**src/rtl/sleep_ctrl_pkg.sv**
```systemverilog
// Package for the sleep and system control register block.
// Shared by the device end, the core end and the window timer.
package sleep_ctrl_pkg;
  // Data-space offsets and the short I/O bias
  localparam logic [7:0] SLEEP_MODE_CONTROL_OFS = 8'h53;
  localparam logic [7:0] SYSTEM_CONTROL_OFS     = 8'h55;
  localparam logic [7:0] IO_SPACE_BIAS          = 8'h20;
  localparam logic [7:0] EXT_IO_START           = 8'h60;
  // Reset values
  localparam logic [7:0] SLEEP_MODE_CONTROL_RST = 8'h00;
  localparam logic [7:0] SYSTEM_CONTROL_RST     = 8'h00;
  // Field positions, sleep mode control
  localparam int SLEEP_ENABLE_POS = 0;
  localparam int SLEEP_MODE_LSB   = 1;
  // Field positions, system control
  localparam int DEBUG_DIS_POS  = 7;
  localparam int BOD_DIS_POS    = 6;
  localparam int BOD_DIS_EN_POS = 5;
  localparam int PULLUP_DIS_POS = 4;
  localparam int VEC_SEL_POS    = 1;
  localparam int VEC_CHG_EN_POS = 0;
  // Writable bit masks; other bits read zero
  localparam logic [7:0] SLEEP_MODE_CONTROL_MASK = 8'h0F;
  localparam logic [7:0] SYSTEM_CONTROL_MASK     = 8'hF3;
  // Timed windows, in system clock cycles
  localparam logic [2:0] WINDOW_CYCLES   = 3'h4;
  localparam logic [2:0] BOD_DELAY_CYCLES = 3'h3;
  localparam logic [2:0] BOD_HOLD_CYCLES  = 3'h3;
  // Brown-out settle time after wake, microseconds, and cycles at 50 MHz
  localparam int BOD_WAKE_US     = 60;
  localparam int CLK_MHZ         = 50;
  localparam int BOD_WAKE_CYCLES = BOD_WAKE_US * CLK_MHZ;
  // Sleep mode encodings
  typedef enum logic [2:0] {
    MODE_IDLE     = 3'h0,
    MODE_NOISE    = 3'h1,
    MODE_PWR_DOWN = 3'h2,
    MODE_PWR_SAVE = 3'h3,
    MODE_RSV4     = 3'h4,
    MODE_RSV5     = 3'h5,
    MODE_STANDBY  = 3'h6,
    MODE_EXT_STBY = 3'h7
  } sleep_mode_t;
endpackage : sleep_ctrl_pkg

```
**src/rtl/sleep_ctrl_if.sv**
```systemverilog
// Interface joining the core end and the device end.
// Carries register accesses (data space and short I/O) and the sleep op.
`timescale 1ns/10ps
`default_nettype none
interface sleep_ctrl_if;
  logic       wrEn;      // One-cycle write strobe
  logic       rdEn;      // One-cycle read strobe
  logic       ioSpace;   // Address is a short I/O address
  logic [7:0] addr;
  logic [7:0] wrData;
  logic [7:0] rdData;    // Valid the cycle after rdEn
  logic       sleepOp;   // One-cycle sleep instruction
  logic       asleep;    // Device is in sleep or in the wake settle
  logic       wake;      // One-cycle wake request to device
  logic       intBlock;  // Interrupts held off

  modport device (
    input  wrEn, rdEn, ioSpace, addr, wrData, sleepOp, wake,
    output rdData, asleep, intBlock
  );
  modport core (
    output wrEn, rdEn, ioSpace, addr, wrData, sleepOp, wake,
    input  rdData, asleep, intBlock
  );
endinterface : sleep_ctrl_if
`default_nettype wire

```
**src/rtl/timed_window.sv**
```systemverilog
// Small down-counter opened by a pulse, closed by expiry or a close pulse.
// Assumes one clock and a synchronous active-low reset.
`timescale 1ns/10ps
`default_nettype none
module timed_window
  import sleep_ctrl_pkg::*;
(
  // Clock and reset
  input  wire logic       clk,
  input  wire logic       rst_n,
  // Control
  input  wire logic       open,
  input  wire logic       close,
  input  wire logic [2:0] length,
  // Status
  output logic            active
);
  logic [2:0] cnt_q;
  logic [2:0] cnt_d;

  // Open wins over close so a re-arm in the closing cycle is kept
  always_comb begin
    cnt_d = cnt_q;
    if (open) begin
      cnt_d = length;
    end else if (close) begin
      cnt_d = 3'h0;
    end else if (cnt_q != 3'h0) begin
      cnt_d = cnt_q - 3'h1;
    end
  end

  always_ff @(posedge clk) begin
    if (!rst_n) begin
      cnt_q <= 3'h0;
    end else begin
      cnt_q <= cnt_d;
    end
  end

  assign active = (cnt_q != 3'h0);
endmodule : timed_window
`default_nettype wire

```
**src/rtl/sleep_ctrl_device.sv**
```systemverilog
// Device end: sleep mode control and system control registers, timed
// write sequences, sleep entry and the power gating outputs that follow.
// Assumes the core issues one access per strobe on the same clock.
//
// Our own choice: the Avalon-MM slave port.
`timescale 1ns/10ps
`default_nettype none
module sleep_ctrl_device
  import sleep_ctrl_pkg::*;
#(
  parameter int WAKE_SETTLE = BOD_WAKE_CYCLES
) (
  // Clock and reset
  input  wire logic   clk,
  input  wire logic   rst_n,
  // Core side
  sleep_ctrl_if.device bus,
  // Fuses and lock straps, static
  input  wire logic   debugPortFuse,
  input  wire logic   debugSystemFuse,
  input  wire logic   brownoutLevelFuses,
  input  wire logic   applicationBootLock,
  input  wire logic   bootSideLock,
  input  wire logic   runningInBoot,
  input  wire logic   converterEnabled,
  input  wire logic   watchdogEnabled,
  // Pin request from port logic
  input  wire logic   pinDirectionBit,
  input  wire logic   pinOutputBit,
  // Power and system outputs
  output logic        debugPortEnable,
  output logic        pullupEnable,
  output logic        vectorSelect,
  output logic        mainClockOn,
  output logic        ioClockOn,
  output logic        converterOn,
  output logic        comparatorOn,
  output logic        inputBuffersOn,
  output logic        brownoutOn,
  output logic        watchdogOn
);
  typedef enum logic [1:0] {ST_RUN, ST_SLEEP, ST_SETTLE} pwr_state_t;

  logic [7:0]  smc_q, smc_d, sysc_q, sysc_d, rd_q, rd_d;
  logic        jtdVal_q, jtdVal_d;
  logic        bodDis_q, bodDis_d, bodOffSleep_q, bodOffSleep_d;
  logic        intBlk_d, ivselWritten_q, ivselWritten_d;
  pwr_state_t  st_q, st_d;
  logic [2:0]  bodCnt_q, bodCnt_d;
  logic [12:0] settle_q, settle_d;
  logic [7:0]  dataAddr;
  logic        hitSmc, hitSys, jtdWin, bodWin, ivWin, bodActive;
  logic        ivceOpen, bodseOpen, jtdOpen, ivselWrite;

  // Short I/O addresses below the extended space get the bias added
  assign dataAddr = bus.ioSpace ? bus.addr + IO_SPACE_BIAS : bus.addr;
  assign hitSmc = (dataAddr == SLEEP_MODE_CONTROL_OFS)
                  && !(bus.ioSpace && bus.addr >= 8'h40);
  assign hitSys = (dataAddr == SYSTEM_CONTROL_OFS)
                  && !(bus.ioSpace && bus.addr >= 8'h40);

  assign ivceOpen  = bus.wrEn && hitSys && bus.wrData[VEC_CHG_EN_POS];
  assign ivselWrite = bus.wrEn && hitSys && ivWin
                      && !bus.wrData[VEC_CHG_EN_POS];
  assign bodseOpen = bus.wrEn && hitSys && bus.wrData[BOD_DIS_EN_POS]
                     && bus.wrData[BOD_DIS_POS];
  assign jtdOpen   = bus.wrEn && hitSys && !jtdWin
                     && (bus.wrData[DEBUG_DIS_POS] != sysc_q[DEBUG_DIS_POS]);

  // Sequence windows; each opens on its enabling write
  timed_window ivWinU (.clk(clk), .rst_n(rst_n), .open(ivceOpen),
    .close(ivselWrite), .length(WINDOW_CYCLES), .active(ivWin));
  timed_window bodWinU (.clk(clk), .rst_n(rst_n), .open(bodseOpen),
    .close(1'b0), .length(WINDOW_CYCLES), .active(bodWin));
  timed_window jtdWinU (.clk(clk), .rst_n(rst_n), .open(jtdOpen),
    .close(1'b0), .length(WINDOW_CYCLES), .active(jtdWin));

  // Active only once the delay part of the count has run out
  assign bodActive = bodDis_q && (bodCnt_q <= BOD_HOLD_CYCLES);

  // Register writes, timed sequences and read data
  always_comb begin
    smc_d = smc_q;
    sysc_d = sysc_q;
    jtdVal_d = jtdVal_q;
    bodDis_d = bodDis_q;
    bodCnt_d = bodCnt_q;
    ivselWritten_d = 1'b0;
    rd_d = 8'h00;
    // Change enable only stands while its window is open
    if (!ivWin) begin
      sysc_d[VEC_CHG_EN_POS] = 1'b0;
    end
    if (!bodWin) begin
      sysc_d[BOD_DIS_EN_POS] = 1'b0;
    end
    // Brown-out disable: delay then hold, then self-clear
    if (bodDis_q) begin
      bodCnt_d = bodCnt_q - 3'h1;
      if (bodCnt_q == 3'h1) begin
        bodDis_d = 1'b0;
        sysc_d[BOD_DIS_POS] = 1'b0;
      end
    end
    if (bus.wrEn && hitSmc) begin
      smc_d = bus.wrData & SLEEP_MODE_CONTROL_MASK;
    end
    if (bus.wrEn && hitSys) begin
      sysc_d[PULLUP_DIS_POS] = bus.wrData[PULLUP_DIS_POS];
      // Debug disable: second equal write inside the window commits
      if (jtdWin && bus.wrData[DEBUG_DIS_POS] == jtdVal_q) begin
        sysc_d[DEBUG_DIS_POS] = jtdVal_q;
      end
      jtdVal_d = bus.wrData[DEBUG_DIS_POS];
      if (bus.wrData[BOD_DIS_EN_POS] && bus.wrData[BOD_DIS_POS]) begin
        sysc_d[BOD_DIS_EN_POS] = 1'b1;
      end else if (bodWin && bus.wrData[BOD_DIS_POS]) begin
        sysc_d[BOD_DIS_EN_POS] = 1'b0;
        sysc_d[BOD_DIS_POS] = 1'b1;
        bodDis_d = 1'b1;
        bodCnt_d = BOD_DELAY_CYCLES + BOD_HOLD_CYCLES;
      end
      if (ivselWrite) begin
        sysc_d[VEC_SEL_POS] = bus.wrData[VEC_SEL_POS];
        sysc_d[VEC_CHG_EN_POS] = 1'b0;
        ivselWritten_d = 1'b1;
      end else if (ivceOpen) begin
        sysc_d[VEC_CHG_EN_POS] = 1'b1;
      end
    end
    // Block lasts through the instruction after the vector write
    intBlk_d = ivceOpen || ivWin || ivselWritten_q;
    if (bus.rdEn) begin
      if (hitSmc) begin
        rd_d = smc_q & SLEEP_MODE_CONTROL_MASK;
      end else if (hitSys) begin
        rd_d = sysc_q & SYSTEM_CONTROL_MASK;
      end
    end
  end

  // Sleep entry, brown-out latch and wake settle
  always_comb begin
    st_d = st_q;
    bodOffSleep_d = bodOffSleep_q;
    settle_d = settle_q;
    unique case (st_q)
      ST_RUN: begin
        if (bus.sleepOp && smc_q[SLEEP_ENABLE_POS]) begin
          st_d = ST_SLEEP;
          bodOffSleep_d = bodActive;
        end
      end
      ST_SLEEP: begin
        if (bus.wake) begin
          bodOffSleep_d = 1'b0;
          if (bodOffSleep_q) begin
            st_d = ST_SETTLE;
            settle_d = 13'(WAKE_SETTLE);
          end else begin
            st_d = ST_RUN;
          end
        end
      end
      ST_SETTLE: begin
        if (settle_q <= 13'h1) begin
          st_d = ST_RUN;
        end else begin
          settle_d = settle_q - 13'h1;
        end
      end
    endcase
  end

  always_ff @(posedge clk) begin
    if (!rst_n) begin
      smc_q <= SLEEP_MODE_CONTROL_RST;
      sysc_q <= SYSTEM_CONTROL_RST;
      rd_q <= 8'h00;
      jtdVal_q <= 1'b0;
      bodDis_q <= 1'b0;
      bodCnt_q <= 3'h0;
      ivselWritten_q <= 1'b0;
      st_q <= ST_RUN;
      bodOffSleep_q <= 1'b0;
      settle_q <= 13'h0;
    end else begin
      smc_q <= smc_d;
      sysc_q <= sysc_d;
      rd_q <= rd_d;
      jtdVal_q <= jtdVal_d;
      bodDis_q <= bodDis_d;
      bodCnt_q <= bodCnt_d;
      ivselWritten_q <= ivselWritten_d;
      st_q <= st_d;
      bodOffSleep_q <= bodOffSleep_d;
      settle_q <= settle_d;
    end
  end

  // Power gating decoded from mode and state, registered once more
  logic [9:0] pwr_q, pwr_d;
  logic       sl, deep, ioStop, blk;
  sleep_mode_t mode;
  always_comb begin
    mode = sleep_mode_t'(smc_q[SLEEP_MODE_LSB +: 3]);
    sl = (st_q == ST_SLEEP);
    deep = sl && (mode != MODE_IDLE) && (mode != MODE_NOISE);
    ioStop = sl && (mode != MODE_IDLE);
    // Section locks hold interrupts off in the other section
    // Next value used so the block starts with the enabling write
    blk = intBlk_d
          || (sysc_q[VEC_SEL_POS] && applicationBootLock && !runningInBoot)
          || (!sysc_q[VEC_SEL_POS] && bootSideLock && runningInBoot);
    pwr_d[0] = debugPortFuse && !sysc_q[DEBUG_DIS_POS];
    pwr_d[1] = !sysc_q[PULLUP_DIS_POS]
               && !pinDirectionBit && pinOutputBit;
    pwr_d[2] = sysc_q[VEC_SEL_POS];
    pwr_d[3] = !deep || (debugSystemFuse
               && !sysc_q[DEBUG_DIS_POS]);
    pwr_d[4] = !ioStop;
    pwr_d[5] = converterEnabled;
    pwr_d[6] = !deep;
    // Deep modes stop both the comparator and the input buffers
    pwr_d[7] = !deep;
    pwr_d[8] = brownoutLevelFuses && !bodOffSleep_q;
    pwr_d[9] = blk;
  end

  always_ff @(posedge clk) begin
    if (!rst_n) begin
      pwr_q <= 10'h0;
    end else begin
      pwr_q <= pwr_d;
    end
  end

  assign debugPortEnable = pwr_q[0];
  assign pullupEnable    = pwr_q[1];
  assign vectorSelect    = pwr_q[2];
  assign mainClockOn     = pwr_q[3];
  assign ioClockOn       = pwr_q[4];
  assign converterOn     = pwr_q[5];
  assign comparatorOn    = pwr_q[6];
  assign inputBuffersOn  = pwr_q[7];
  assign brownoutOn      = pwr_q[8];
  assign watchdogOn      = watchdogEnabled;
  assign bus.rdData      = rd_q;
  assign bus.asleep      = (st_q != ST_RUN);
  assign bus.intBlock    = pwr_q[9];
endmodule : sleep_ctrl_device
`default_nettype wire

```
**src/flat_wrapper.sv**
```systemverilog
// flat-port wrapper written by rule: the top's interface ports become plain ports
module sleep_ctrl_device_flat import sleep_ctrl_pkg::*;
#(
  parameter int WAKE_SETTLE = BOD_WAKE_CYCLES
)
  (clk, rst_n, debugPortFuse, debugSystemFuse, brownoutLevelFuses, applicationBootLock, bootSideLock, runningInBoot, converterEnabled, watchdogEnabled, pinDirectionBit, pinOutputBit, debugPortEnable, pullupEnable, vectorSelect, mainClockOn, ioClockOn, converterOn, comparatorOn, inputBuffersOn, brownoutOn, watchdogOn, bus_wrEn, bus_rdEn, bus_ioSpace, bus_addr, bus_wrData, bus_sleepOp, bus_wake, bus_rdData, bus_asleep, bus_intBlock);
  sleep_ctrl_if bus_i ();
  input  wire logic clk;
  input  wire logic rst_n;
  input  wire logic debugPortFuse;
  input  wire logic debugSystemFuse;
  input  wire logic brownoutLevelFuses;
  input  wire logic applicationBootLock;
  input  wire logic bootSideLock;
  input  wire logic runningInBoot;
  input  wire logic converterEnabled;
  input  wire logic watchdogEnabled;
  input  wire logic pinDirectionBit;
  input  wire logic pinOutputBit;
  output logic debugPortEnable;
  output logic pullupEnable;
  output logic vectorSelect;
  output logic mainClockOn;
  output logic ioClockOn;
  output logic converterOn;
  output logic comparatorOn;
  output logic inputBuffersOn;
  output logic brownoutOn;
  output logic watchdogOn;
  input wire logic [$bits(bus_i.wrEn)-1:0] bus_wrEn;
  input wire logic [$bits(bus_i.rdEn)-1:0] bus_rdEn;
  input wire logic [$bits(bus_i.ioSpace)-1:0] bus_ioSpace;
  input wire logic [$bits(bus_i.addr)-1:0] bus_addr;
  input wire logic [$bits(bus_i.wrData)-1:0] bus_wrData;
  input wire logic [$bits(bus_i.sleepOp)-1:0] bus_sleepOp;
  input wire logic [$bits(bus_i.wake)-1:0] bus_wake;
  output wire logic [$bits(bus_i.rdData)-1:0] bus_rdData;
  output wire logic [$bits(bus_i.asleep)-1:0] bus_asleep;
  output wire logic [$bits(bus_i.intBlock)-1:0] bus_intBlock;
  assign bus_i.wrEn = bus_wrEn;
  assign bus_i.rdEn = bus_rdEn;
  assign bus_i.ioSpace = bus_ioSpace;
  assign bus_i.addr = bus_addr;
  assign bus_i.wrData = bus_wrData;
  assign bus_i.sleepOp = bus_sleepOp;
  assign bus_i.wake = bus_wake;
  assign bus_rdData = bus_i.rdData;
  assign bus_asleep = bus_i.asleep;
  assign bus_intBlock = bus_i.intBlock;
  sleep_ctrl_device #(.WAKE_SETTLE(WAKE_SETTLE)) u_core (.clk(clk), .rst_n(rst_n), .bus(bus_i), .debugPortFuse(debugPortFuse), .debugSystemFuse(debugSystemFuse), .brownoutLevelFuses(brownoutLevelFuses), .applicationBootLock(applicationBootLock), .bootSideLock(bootSideLock), .runningInBoot(runningInBoot), .converterEnabled(converterEnabled), .watchdogEnabled(watchdogEnabled), .pinDirectionBit(pinDirectionBit), .pinOutputBit(pinOutputBit), .debugPortEnable(debugPortEnable), .pullupEnable(pullupEnable), .vectorSelect(vectorSelect), .mainClockOn(mainClockOn), .ioClockOn(ioClockOn), .converterOn(converterOn), .comparatorOn(comparatorOn), .inputBuffersOn(inputBuffersOn), .brownoutOn(brownoutOn), .watchdogOn(watchdogOn));
endmodule
```
**config.mk**
```make
export PLATFORM = sky130hd
export DESIGN_NAME = sleep_ctrl_device_flat
export DESIGN_NICKNAME = d
export VERILOG_FILES = /design/src/rtl/sleep_ctrl_pkg.sv /design/src/rtl/sleep_ctrl_if.sv /design/src/rtl/timed_window.sv /design/src/rtl/sleep_ctrl_device.sv /design/src/flat_wrapper.sv
export SDC_FILE = /design/constraint.sdc
export NUM_CORES = 1
export LEC_CHECK = 0
export BUFFER_PORTS_ARGS = -buffer_cell sky130_fd_sc_hd__clkbuf_2
export CAP_MARGIN = 20
export CORE_ASPECT_RATIO = 0.7
export CORE_MARGIN = 10
export CORE_UTILIZATION = 35
export DETAILED_ROUTE_END_ITERATION = 10
export SYNTH_ARGS = -nofsm -noshare
export SYNTH_HDL_FRONTEND = slang
export SYNTH_SLANG_ARGS = --single-unit
```
**constraint.sdc**
```tcl
create_clock -name clk -period 2.2 [get_ports clk]
set_input_delay 0.11 -clock clk [delete_from_list [all_inputs] [get_ports clk]]
set_output_delay 0.11 -clock clk [all_outputs]
set_load 0.005 [all_outputs]
```
==> flow_metrics.env, run 1 <==
export IMPL_outcome="completed"
export IMPL_grt_first_pass_wirelength_mm=10.92
export IMPL_drive_gt1_frac=0.2487
export IMPL_synth_area_sq_um=2714
export IMPL_setup_viol=0
export IMPL_first_pass_iters=4
export IMPL_drv_cap=0
export IMPL_ios=53
export IMPL_post_route_period_util=0.9507
export IMPL_antennaDiodeCount=0
export IMPL_synth_distinct_cells=48
export IMPL_synth_avg_cell_area_sq_um=9.046
export IMPL_ys_warnings_count=0
export IMPL_synth_main_ff_cell="dfxtp_1"
export IMPL_tightestPinTransition_ns=0.4906
export IMPL_wl_mm=6.727
export IMPL_io_buffers=50
export IMPL_drt_iter0_markers=143
export IMPL_die_area_sq_um=11730
export IMPL_track_usage=0.1149
export IMPL_min_period_ns=2.092
export IMPL_p_leak_nw=1.435
export IMPL_crit_type="flop to flop"
export IMPL_drv_slew=0
export IMPL_cts_tree="done"
export IMPL_cts_made_buffers=9
export IMPL_hp_class="input port to flop"
export IMPL_core_area_sq_um=7417
export IMPL_antenna_found_initial=0
export IMPL_wl_per_cell_um=14.25
export IMPL_htree_levels=3
export IMPL_path_clk_slew_ns=0.06
export IMPL_ant_nets=0
export IMPL_reg2regPathDepth=5
export IMPL_placementRows=26
export IMPL_setup_tns_ns=0
export IMPL_cp_arrival_ns=2.34
export IMPL_place_hpwl_mm=5.117
export IMPL_cts_path_max_buffers=2
export IMPL_fillers=735
export IMPL_end_kind="flop"
export IMPL_nets=417
export IMPL_grt_pass1_vias=2289
export IMPL_grt_max_degree=16
export IMPL_die_w_um=125.2
export IMPL_grt_overflow_total=0
export IMPL_die_y_um=93.68
export IMPL_drcViolationCount=0
export IMPL_vdd_ir_drop_worst_mv=0.3484
export IMPL_crit_path_start_kind="flop"
export IMPL_syn_inst=300
export IMPL_gp_congestion=0.8054
export IMPL_seq_area_frac_synth=0.4278
export IMPL_initial_core_util=0.3659
export IMPL_ys_seq_elements=58
export IMPL_route_vias_total=2344
export IMPL_regArea_sq_um=1162
export IMPL_cp_required_ns=2.45
export IMPL_vias_per_cell=4.966
export IMPL_placed_cell_area_sq_um=3120
export IMPL_clock_sinks=58
export IMPL_fin_skew_ns=0.005349
export IMPL_syn_to_final_growth_pct=24.44
export IMPL_hold_violations=0
export IMPL_synth_fp_nets=348
export IMPL_placedCellCount=448
export IMPL_grt_setup_unrepaired="no"
export IMPL_powerDensity_nw_per_um2=742.8
export IMPL_synth_edff_count=0
export IMPL_worstPathMaxFanout=6
export IMPL_stdcell_area_sq_um=3377
export IMPL_synthArstFlopShare=0
export IMPL_slew_headroom=0.6684
export IMPL_cts_root_buf="clkbuf_8"
export IMPL_clkLatencyLatePin_ns=0.34
export IMPL_multi_input_area_sq_um=1448
export IMPL_whs_path_depth=3
export IMPL_clock_fmax_mhz=478.1
export IMPL_stdcell_count=472
per-stage QoR:
stage | total power [mW] | hold slack, ns | setup slack [ns] | util
2_1_floorplan | 1.544 | 0.1873 | 0.003518 | -
3_3_place_gp | 1.663 | 0.2200 | 0.09605 | 0.4207
3_5_place_dp | 1.682 | 0.2200 | 0.06308 | 0.4207
4_1_cts | 2.548 | 0.01393 | 0.04243 | 0.4536
5_1_grt | 2.656 | 0.02143 | 0.01201 | 0.4553
6_report | 2.508 | 0.02910 | 0.1084 | 0.4553
flip-flops by register name (all words and copies together), names as in the netlist, 2 cells and up:
register,count
u_core.ivWinU.cnt_q,3
u_core.bus.rdData,8
u_core.jtdWinU.cnt_q,3
u_core.settle_q,13
u_core.pwr_q,9
u_core.sysc_q,6
u_core.smc_q,4
u_core.bodWinU.cnt_q,3
u_core.bodCnt_q,3
u_core.st_q,2
kinds of logic (layout without fill, tap and decap cells):
group                    Yosys count  after routing  synth area share
AND/OR/NAND/NOR                  121            121            0.2490
AO/OA/AOI/OAI                     57             57            0.1429
adder cells (fa/ha/maj)           15             15           0.06916
flip-flops                        58             58            0.4278
buffers and inverters             29            103           0.04287
XOR/XNOR                          13             13           0.04196
multiplexers                       7              7           0.02628
cell usage after synthesis, types with 3 or more instances:
cell type  number  area, sq um
dfxtp_1        58         1161
nand2_1        29        108.9
a21oi_1        22        110.1
nor2_1         19        71.32
inv_1          18        67.56
ha_1           15        187.7
nand3_1        12        60.06
clkbuf_1        9        33.78
o21ai_0         9        45.04
and2_1          8        50.05
xnor2_1         7        61.31
and3_1          6        37.54
mux2i_1         6        60.06
nand4_1         6        37.54
nor2b_1         6        37.54
nor3_1          6        30.03
xor2_1          6        52.55
nor4b_1         4        35.03
a31oi_1         3        18.77
nand2b_1        3        18.77
nand3b_1        3        22.52
nand4b_1        3        26.28
nor4_1          3        18.77
o211ai_1        3        22.52
o22ai_1         3        18.77
or3_2           3        22.52
or4_4           3        33.78
per-layer routing:
metal | share of wire | routed length, um | vias to the layer above | GRT usage
met5 | 0 | 0 | - | 0
met3 | 0.060 | 404 | 7 | 0.04512
li1 | - | - | 1202 | -
met1 | 0.48 | 3208 | 1077 | 0.1385
met4 | 0.012 | 79 | 0 | 0.05449
met2 | 0.45 | 3034 | 58 | 0.1768
area by class of cell:
class | instances | share of cell area
tap | 98 | 0.03631
clock inverter | 3 | 0.004446
clock buffer | 13 | 0.04409
inverter | 18 | 0.02001
timing repair buffer | 69 | 0.1223
sequential | 58 | 0.3442
multi-input combinational | 213 | 0.4287
report_power, final:
part | total [mW] | switching [mW] | leakage (nW) | internal, mW
clock | 0.837 | 0.403 | 0.0872 | 0.434
combinational | 0.496 | 0.264 | 0.876 | 0.232
sequential | 1.17 | 0.0414 | 0.472 | 1.13
what timing repair did:
action                                  4_1_cts  5_1_grt
hold buffers                                  8        0
endpoints found under the hold margin         7        0
resized for setup                             0        5
endpoints found under the setup margin        0        6
buffers inserted                              0        0
critical path, stage by stage (launching register included):
cell and delay (ns):
dfxtp_1 0.36, or4_4 0.58, or4b_4 0.56, o21ai_4 0.18
a21oi_1 0.09, a311oi_1 0.23
cell usage in the layout (no fill, tap or decap), drive strengths merged, types with 3 or more instances in the layout:
master       count
clkbuf          63
dfxtp           58
nand2           29
a21oi           22
nor2            19
inv             18
ha              15
nand3           12
buf             11
o21ai           11
and2             8
dlygate4sd3      8
xnor2            7
nor2b            6
nand4            6
mux2i            6
and3             6
xor2             6
nor3             6
nor4b            4
or4              4
nand3b           3
nand4b           3
nand2b           3
a31oi            3
or3              3
o211ai           3
o22ai            3
clkinv           3
nor4             3
worst paths after layout:
check / start / end / slack, ns
worst min register to register: u_core.sysc_q[5] / u_core.bus.rdData[5] / 0.46
worst max register to register: u_core.settle_q[6] / u_core.st_q[0] / 0.11
worst min-delay path: bus_wrData[2] / u_core.smc_q[2] / 0.03
worst max-delay path: u_core.settle_q[6] / u_core.st_q[0] / 0.11
Note: power is estimated with default switching activity, not from simulation.
==> run 2, diff against run 1 <==
--- a/config.mk
+++ b/config.mk
@@ -5,7 +5,7 @@
 export SDC_FILE = /design/constraint.sdc
 export NUM_CORES = 1
 export LEC_CHECK = 0
-export BUFFER_PORTS_ARGS = -buffer_cell sky130_fd_sc_hd__clkbuf_2
+export BUFFER_PORTS_ARGS = -buffer_cell sky130_fd_sc_hd__buf_2
 export CAP_MARGIN = 20
 export CORE_ASPECT_RATIO = 0.7
 export CORE_MARGIN = 10
==> flow_metrics.env, run 2 (synthesis results as in run 1) <==
export IMPL_outcome="completed"
export IMPL_initial_core_util=0.3659
export IMPL_ios=53
export IMPL_antennaDiodeCount=0
export IMPL_placed_cell_area_sq_um=3128
export IMPL_clock_fmax_mhz=478.0
export IMPL_clock_sinks=58
export IMPL_post_route_period_util=0.9509
export IMPL_ant_nets=0
export IMPL_power_total_mw=2.572
export IMPL_die_area_sq_um=11730
export IMPL_r2r_end="u_core.settle_q[3]"
export IMPL_hold_violations=0
export IMPL_top_register="u_core.settle_q"
export IMPL_endpoint="u_core.settle_q[3]"
export IMPL_ff2ff_setup_slack_ns=0.11
export IMPL_track_usage=0.1173
export IMPL_setup_viol=0
export IMPL_path_clk_slew_ns=0.06
export IMPL_core_area_sq_um=7417
export IMPL_grt_max_degree=18
export IMPL_drv_slew=0
export IMPL_drt_iter0_markers=97
export IMPL_setup_tns_ns=0
export IMPL_route_vias_total=2326
export IMPL_cts_tree="done"
export IMPL_crit_path_start_kind="flop"
export IMPL_r2r_start="u_core.st_q[0]"
export IMPL_largest_reg_flops=13
export IMPL_io_buffers=50
export IMPL_wl_per_cell_um=14.00
export IMPL_cp_arrival_ns=2.32
export IMPL_crit_type="flop to flop"
export IMPL_gp_congestion=0.7828
export IMPL_drv_cap=0
export IMPL_placementRows=26
export IMPL_final_cell_mix="dfxtp_1, buf_2, nand2_1"
export IMPL_critPathSlowestCell="or4_4"
export IMPL_end_kind="flop"
export IMPL_grt_setup_unrepaired="no"
export IMPL_whs_path_depth=3
export IMPL_vias_per_cell=4.970
export IMPL_first_pass_iters=4
export IMPL_drive_gt1_frac=0.2514
export IMPL_whs_ns=0.02184
export IMPL_worstPathMaxFanout=4
export IMPL_reg2regPathDepth=7
export IMPL_cts_root_buf="clkbuf_8"
export IMPL_vdd_ir_drop_worst_mv=0.3566
export IMPL_hp_class="input port to flop"
export IMPL_clkLatencyLatePin_ns=0.34
export IMPL_cp_startpoint="u_core.st_q[0]"
export IMPL_grt_first_pass_wirelength_mm=11.29
export IMPL_htree_levels=3
export IMPL_slew_headroom=0.6736
export IMPL_syn_to_final_growth_pct=23.70
export IMPL_grt_overflow_total=0
export IMPL_stdcell_area_sq_um=3357
export IMPL_p_leak_nw=1.431
export IMPL_tightestPinTransition_ns=0.4828
export IMPL_cp_cell_sequence="inv_2, ha_2, or3b_4, or4_4, o211ai_1, xor2_1, a21oi_1"
export IMPL_cts_made_buffers=9
export IMPL_cts_setup_buffers=0
export IMPL_die_w_um=125.2
export IMPL_powerDensity_nw_per_um2=766.3
export IMPL_fin_skew_ns=0.007770
export IMPL_final_common_cell="dfxtp_1"
export IMPL_max_stage_delay_ns=0.55
export IMPL_die_y_um=93.68
export IMPL_cts_path_max_buffers=2
export IMPL_min_period_ns=2.092
export IMPL_drcViolationCount=0
export IMPL_grt_pass1_vias=2298
export IMPL_antenna_found_initial=0
export IMPL_cp_required_ns=2.43
export IMPL_nets=415
export IMPL_place_hpwl_mm=5.069
export IMPL_wl_mm=6.554
==> run 2: cell count changes in the layout (fill, tap and decap cells not counted) <==
| cell | delta |
|---|---|
| buf_2 | +50 |
| buf_4 | +1 |
| bufinv_16 | +1 |
| clkbuf_1 | -2 |
| clkbuf_2 | -50 |
| clkbuf_8 | -1 |
| dlygate4sd3_1 | -3 |
| nor4_1 | +1 |
| nor4_2 | -1 |
==> run 2: metrics by stage <==
| step | utilization | setup WS [ns] | std cells |
|---|---|---|---|
| 2_1_floorplan | - | 0.003518 | 300 |
| 3_3_place_gp | 0.4217 | 0.09862 | 449 |
| 3_5_place_dp | 0.4217 | 0.02775 | 449 |
| 4_1_cts | 0.4518 | 0.01230 | 468 |
| 5_1_grt | 0.4526 | 0.001280 | 468 |
| 6_report | 0.4526 | 0.1080 | 468 |
==> run 2: power breakdown <==
part | internal, mW | switching, mW
combinational | 0.229 | 0.265
clock | 0.504 | 0.401
sequential | 1.13 | 0.0406
total | 1.87 | 0.707
==> run 2: worst min-delay path by stage <==
stage                     from         endpoint
6_report         bus_wrData[3]  u_core.smc_q[3]
5_1_grt          debugPortFuse  u_core.pwr_q[0]
4_1_cts          bus_wrData[3]  u_core.smc_q[3]
3_5_place_dp   watchdogEnabled       watchdogOn
3_3_place_gp   watchdogEnabled       watchdogOn
2_1_floorplan  pinDirectionBit  u_core.pwr_q[1]
==> run 2: final cells by class <==
| class | count | area [sq um] |
|---|---|---|
| Fill cell | 714 | 4060 |
| Multi-Input combinational cell | 213 | 1441 |
| Clock inverter | 4 | 45.04 |
| Timing Repair Buffer | 67 | 390.4 |
| Tap cell | 98 | 122.6 |
| Sequential cell | 58 | 1162 |
| Clock buffer | 10 | 127.6 |
| Inverter | 18 | 67.56 |
==> run 2: worst max-delay path, delay by kind of cell (launching register included) <==
family                   cells  cell delay [ns]
flip-flops                   1             0.33
buffers and inverters        1             0.06
AO/OA/AOI/OAI                2             0.32
adder cells (fa/ha/maj)      1             0.17
AND/OR/NAND/NOR              2             0.94
XOR/XNOR                     1             0.16
==> run 2: per-layer routing <==
layer | wire [um] | share of wire | global-route usage | vias to the layer above
met4 | 107 | 0.016 | 0.04207 | 0
li1 | - | - | - | 1200
met5 | 0 | 0 | 0 | -
met3 | 395 | 0.060 | 0.04963 | 11
met1 | 3210 | 0.49 | 0.1482 | 1065
met2 | 2841 | 0.43 | 0.1751 | 50
==> run 2: what timing repair did <==
item / 4_1_cts / 5_1_grt
endpoints found under the setup margin: 0 / 5
gates resized for setup: 0 / 4
endpoints found under the hold margin: 5 / 0
hold buffers: 5 / 0
==> run 3, diff against run 2 <==
--- a/config.mk
+++ b/config.mk
@@ -11,6 +11,7 @@
 export CORE_MARGIN = 10
 export CORE_UTILIZATION = 35
 export DETAILED_ROUTE_END_ITERATION = 10
+export RECOVER_POWER = 25
 export SYNTH_ARGS = -nofsm -noshare
 export SYNTH_HDL_FRONTEND = slang
 export SYNTH_SLANG_ARGS = --single-unit
==> flow_metrics.env, run 3 (synthesis results as in run 1) <==
export IMPL_clock_fmax_mhz=476.8
export IMPL_r2r_end="u_core.settle_q[3]"
export IMPL_htree_levels=3
export IMPL_vdd_ir_drop_worst_mv=0.3564
export IMPL_drcViolationCount=0
export IMPL_crit_family="simple AND/OR/NAND/NOR gates"
export IMPL_nets=415
export IMPL_die_area_sq_um=11730
export IMPL_track_usage=0.1173
export IMPL_drv_cap=0
export IMPL_largest_reg_flops=13
export IMPL_worstPathMaxFanout=4
export IMPL_reg2regPathDepth=7
export IMPL_regArea_sq_um=1162
export IMPL_critPathSlowestCell="or4_4"
export IMPL_ios=53
export IMPL_antennaDiodeCount=0
export IMPL_tightestPinTransition_ns=0.5206
export IMPL_wl_per_cell_um=14.04
export IMPL_vias_per_cell=4.959
export IMPL_min_period_ns=2.097
export IMPL_dp_worst_setup_slack_ns=0.02775
export IMPL_max_stage_delay_ns=0.56
export IMPL_crit_path_start_kind="flop"
export IMPL_slew_headroom=0.6529
export IMPL_ff2ff_setup_slack_ns=0.10
export IMPL_hold_path_startpoint="bus_wrData[3]"
export IMPL_end_kind="flop"
export IMPL_fillers=719
export IMPL_clkLatencyLatePin_ns=0.34
export IMPL_die_y_um=93.68
export IMPL_cts_path_max_buffers=2
export IMPL_cp_cell_sequence="inv_2, ha_2, or3b_4, or4_4, o211ai_1, xor2_1, a21oi_1"
export IMPL_setup_ws_ns=0.1028
export IMPL_gp_congestion=0.7828
export IMPL_placementRows=26
export IMPL_fin_util=0.4497
export IMPL_crit_type="flop to flop"
export IMPL_powerDensity_nw_per_um2=770.8
export IMPL_grt_pass1_vias=2298
export IMPL_multi_input_area_sq_um=1441
export IMPL_drv_slew=0
export IMPL_cts_made_buffers=9
export IMPL_route_vias_total=2321
export IMPL_grt_first_pass_wirelength_mm=11.29
export IMPL_place_hpwl_mm=5.069
export IMPL_clock_sinks=58
export IMPL_whs_ns=0.02434
export IMPL_outcome="completed"
export IMPL_core_area_sq_um=7417
export IMPL_antenna_found_initial=0
export IMPL_r2r_start="u_core.st_q[0]"
export IMPL_wl_mm=6.570
export IMPL_setup_viol=0
export IMPL_hold_violations=0
export IMPL_hp_class="input port to flop"
export IMPL_grt_overflow_total=0
export IMPL_drt_iter0_markers=103
export IMPL_top_register="u_core.settle_q"
export IMPL_p_leak_nw=1.373
export IMPL_setup_tns_ns=0
export IMPL_ant_nets=0
export IMPL_cts_root_buf="clkbuf_8"
export IMPL_crit_buf_inv=1
export IMPL_initial_core_util=0.3659
export IMPL_grt_max_degree=18
export IMPL_path_clk_slew_ns=0.07
export IMPL_post_route_period_util=0.9533
export IMPL_grt_setup_unrepaired="no"
export IMPL_cp_required_ns=2.43
export IMPL_whs_path_depth=3
export IMPL_final_common_cell="dfxtp_1"
export IMPL_cp_arrival_ns=2.33
export IMPL_die_w_um=125.2
export IMPL_io_buffers=50
export IMPL_syn_to_final_growth_pct=22.91
export IMPL_cts_tree="done"
export IMPL_min_to="u_core.smc_q[3]"
export IMPL_final_cell_mix="dfxtp_1, buf_2, nand2_1"
export IMPL_fin_skew_ns=0.008237
export IMPL_drive_gt1_frac=0.2108
export IMPL_first_pass_iters=4
run 3: worst max-delay path by stage:
stage	start	endpoint	slack (ns)	cells after the start
2_1_floorplan	u_core.st_q[0]	u_core.settle_q[4]	0.004	7
5_1_grt	u_core.st_q[0]	u_core.settle_q[3]	0.001	7
3_5_place_dp	u_core.st_q[0]	u_core.settle_q[3]	0.03	7
3_3_place_gp	u_core.st_q[0]	u_core.settle_q[3]	0.1	7
4_1_cts	u_core.st_q[0]	u_core.settle_q[3]	0.01	7
6_report	u_core.st_q[0]	u_core.settle_q[3]	0.10	7
run 3: area by class of cell:
cell class	instances	area share
clock inverters	4	0.01350
well taps	98	0.03676
clock buffers	10	0.03826
repair buffers	67	0.1107
multi-input cells	213	0.4321
flip-flops and latches	58	0.3485
inverters	18	0.02026
run 3: routing by layer:
layer / vias to the layer above / wire [um] / track usage / part of all wire
met1: 1058 / 3226 / 0.1482 / 0.49
met3: 11 / 354 / 0.04963 / 0.054
li1: 1200 / - / - / -
met5: - / 0 / 0 / 0
met4: 0 / 107 / 0.04207 / 0.016
met2: 52 / 2881 / 0.1751 / 0.44
run 3: where the power goes:
group / switching [mW] / total [mW] / leakage, nW / internal, mW
clock: 0.404 / 0.908 / 0.0918 / 0.504
combinational: 0.265 / 0.489 / 0.809 / 0.225
sequential: 0.0409 / 1.17 / 0.472 / 1.13
run 3: what timing repair did:
item / 4_1_cts / 5_1_grt
resized for setup: 0 / 4
endpoints found under the hold margin: 5 / 0
hold buffers: 5 / 0
endpoints found under the setup margin: 0 / 5
buffers inserted: 0 / 0
run 3: worst min-delay path, cell delays in order:
cell,delay (ns)
buf_2,0.08
mux2i_1,0.06
nor2_1,0.07
run 3: per-stage QoR:
stage / instances / area (sq um) / power [mW]
2_1_floorplan: 300 / 2714 / 1.544
3_3_place_gp: 449 / 3128 / 1.664
3_5_place_dp: 449 / 3128 / 1.683
4_1_cts: 468 / 3351 / 2.610
5_1_grt: 468 / 3336 / 2.733
6_report: 468 / 3336 / 2.571
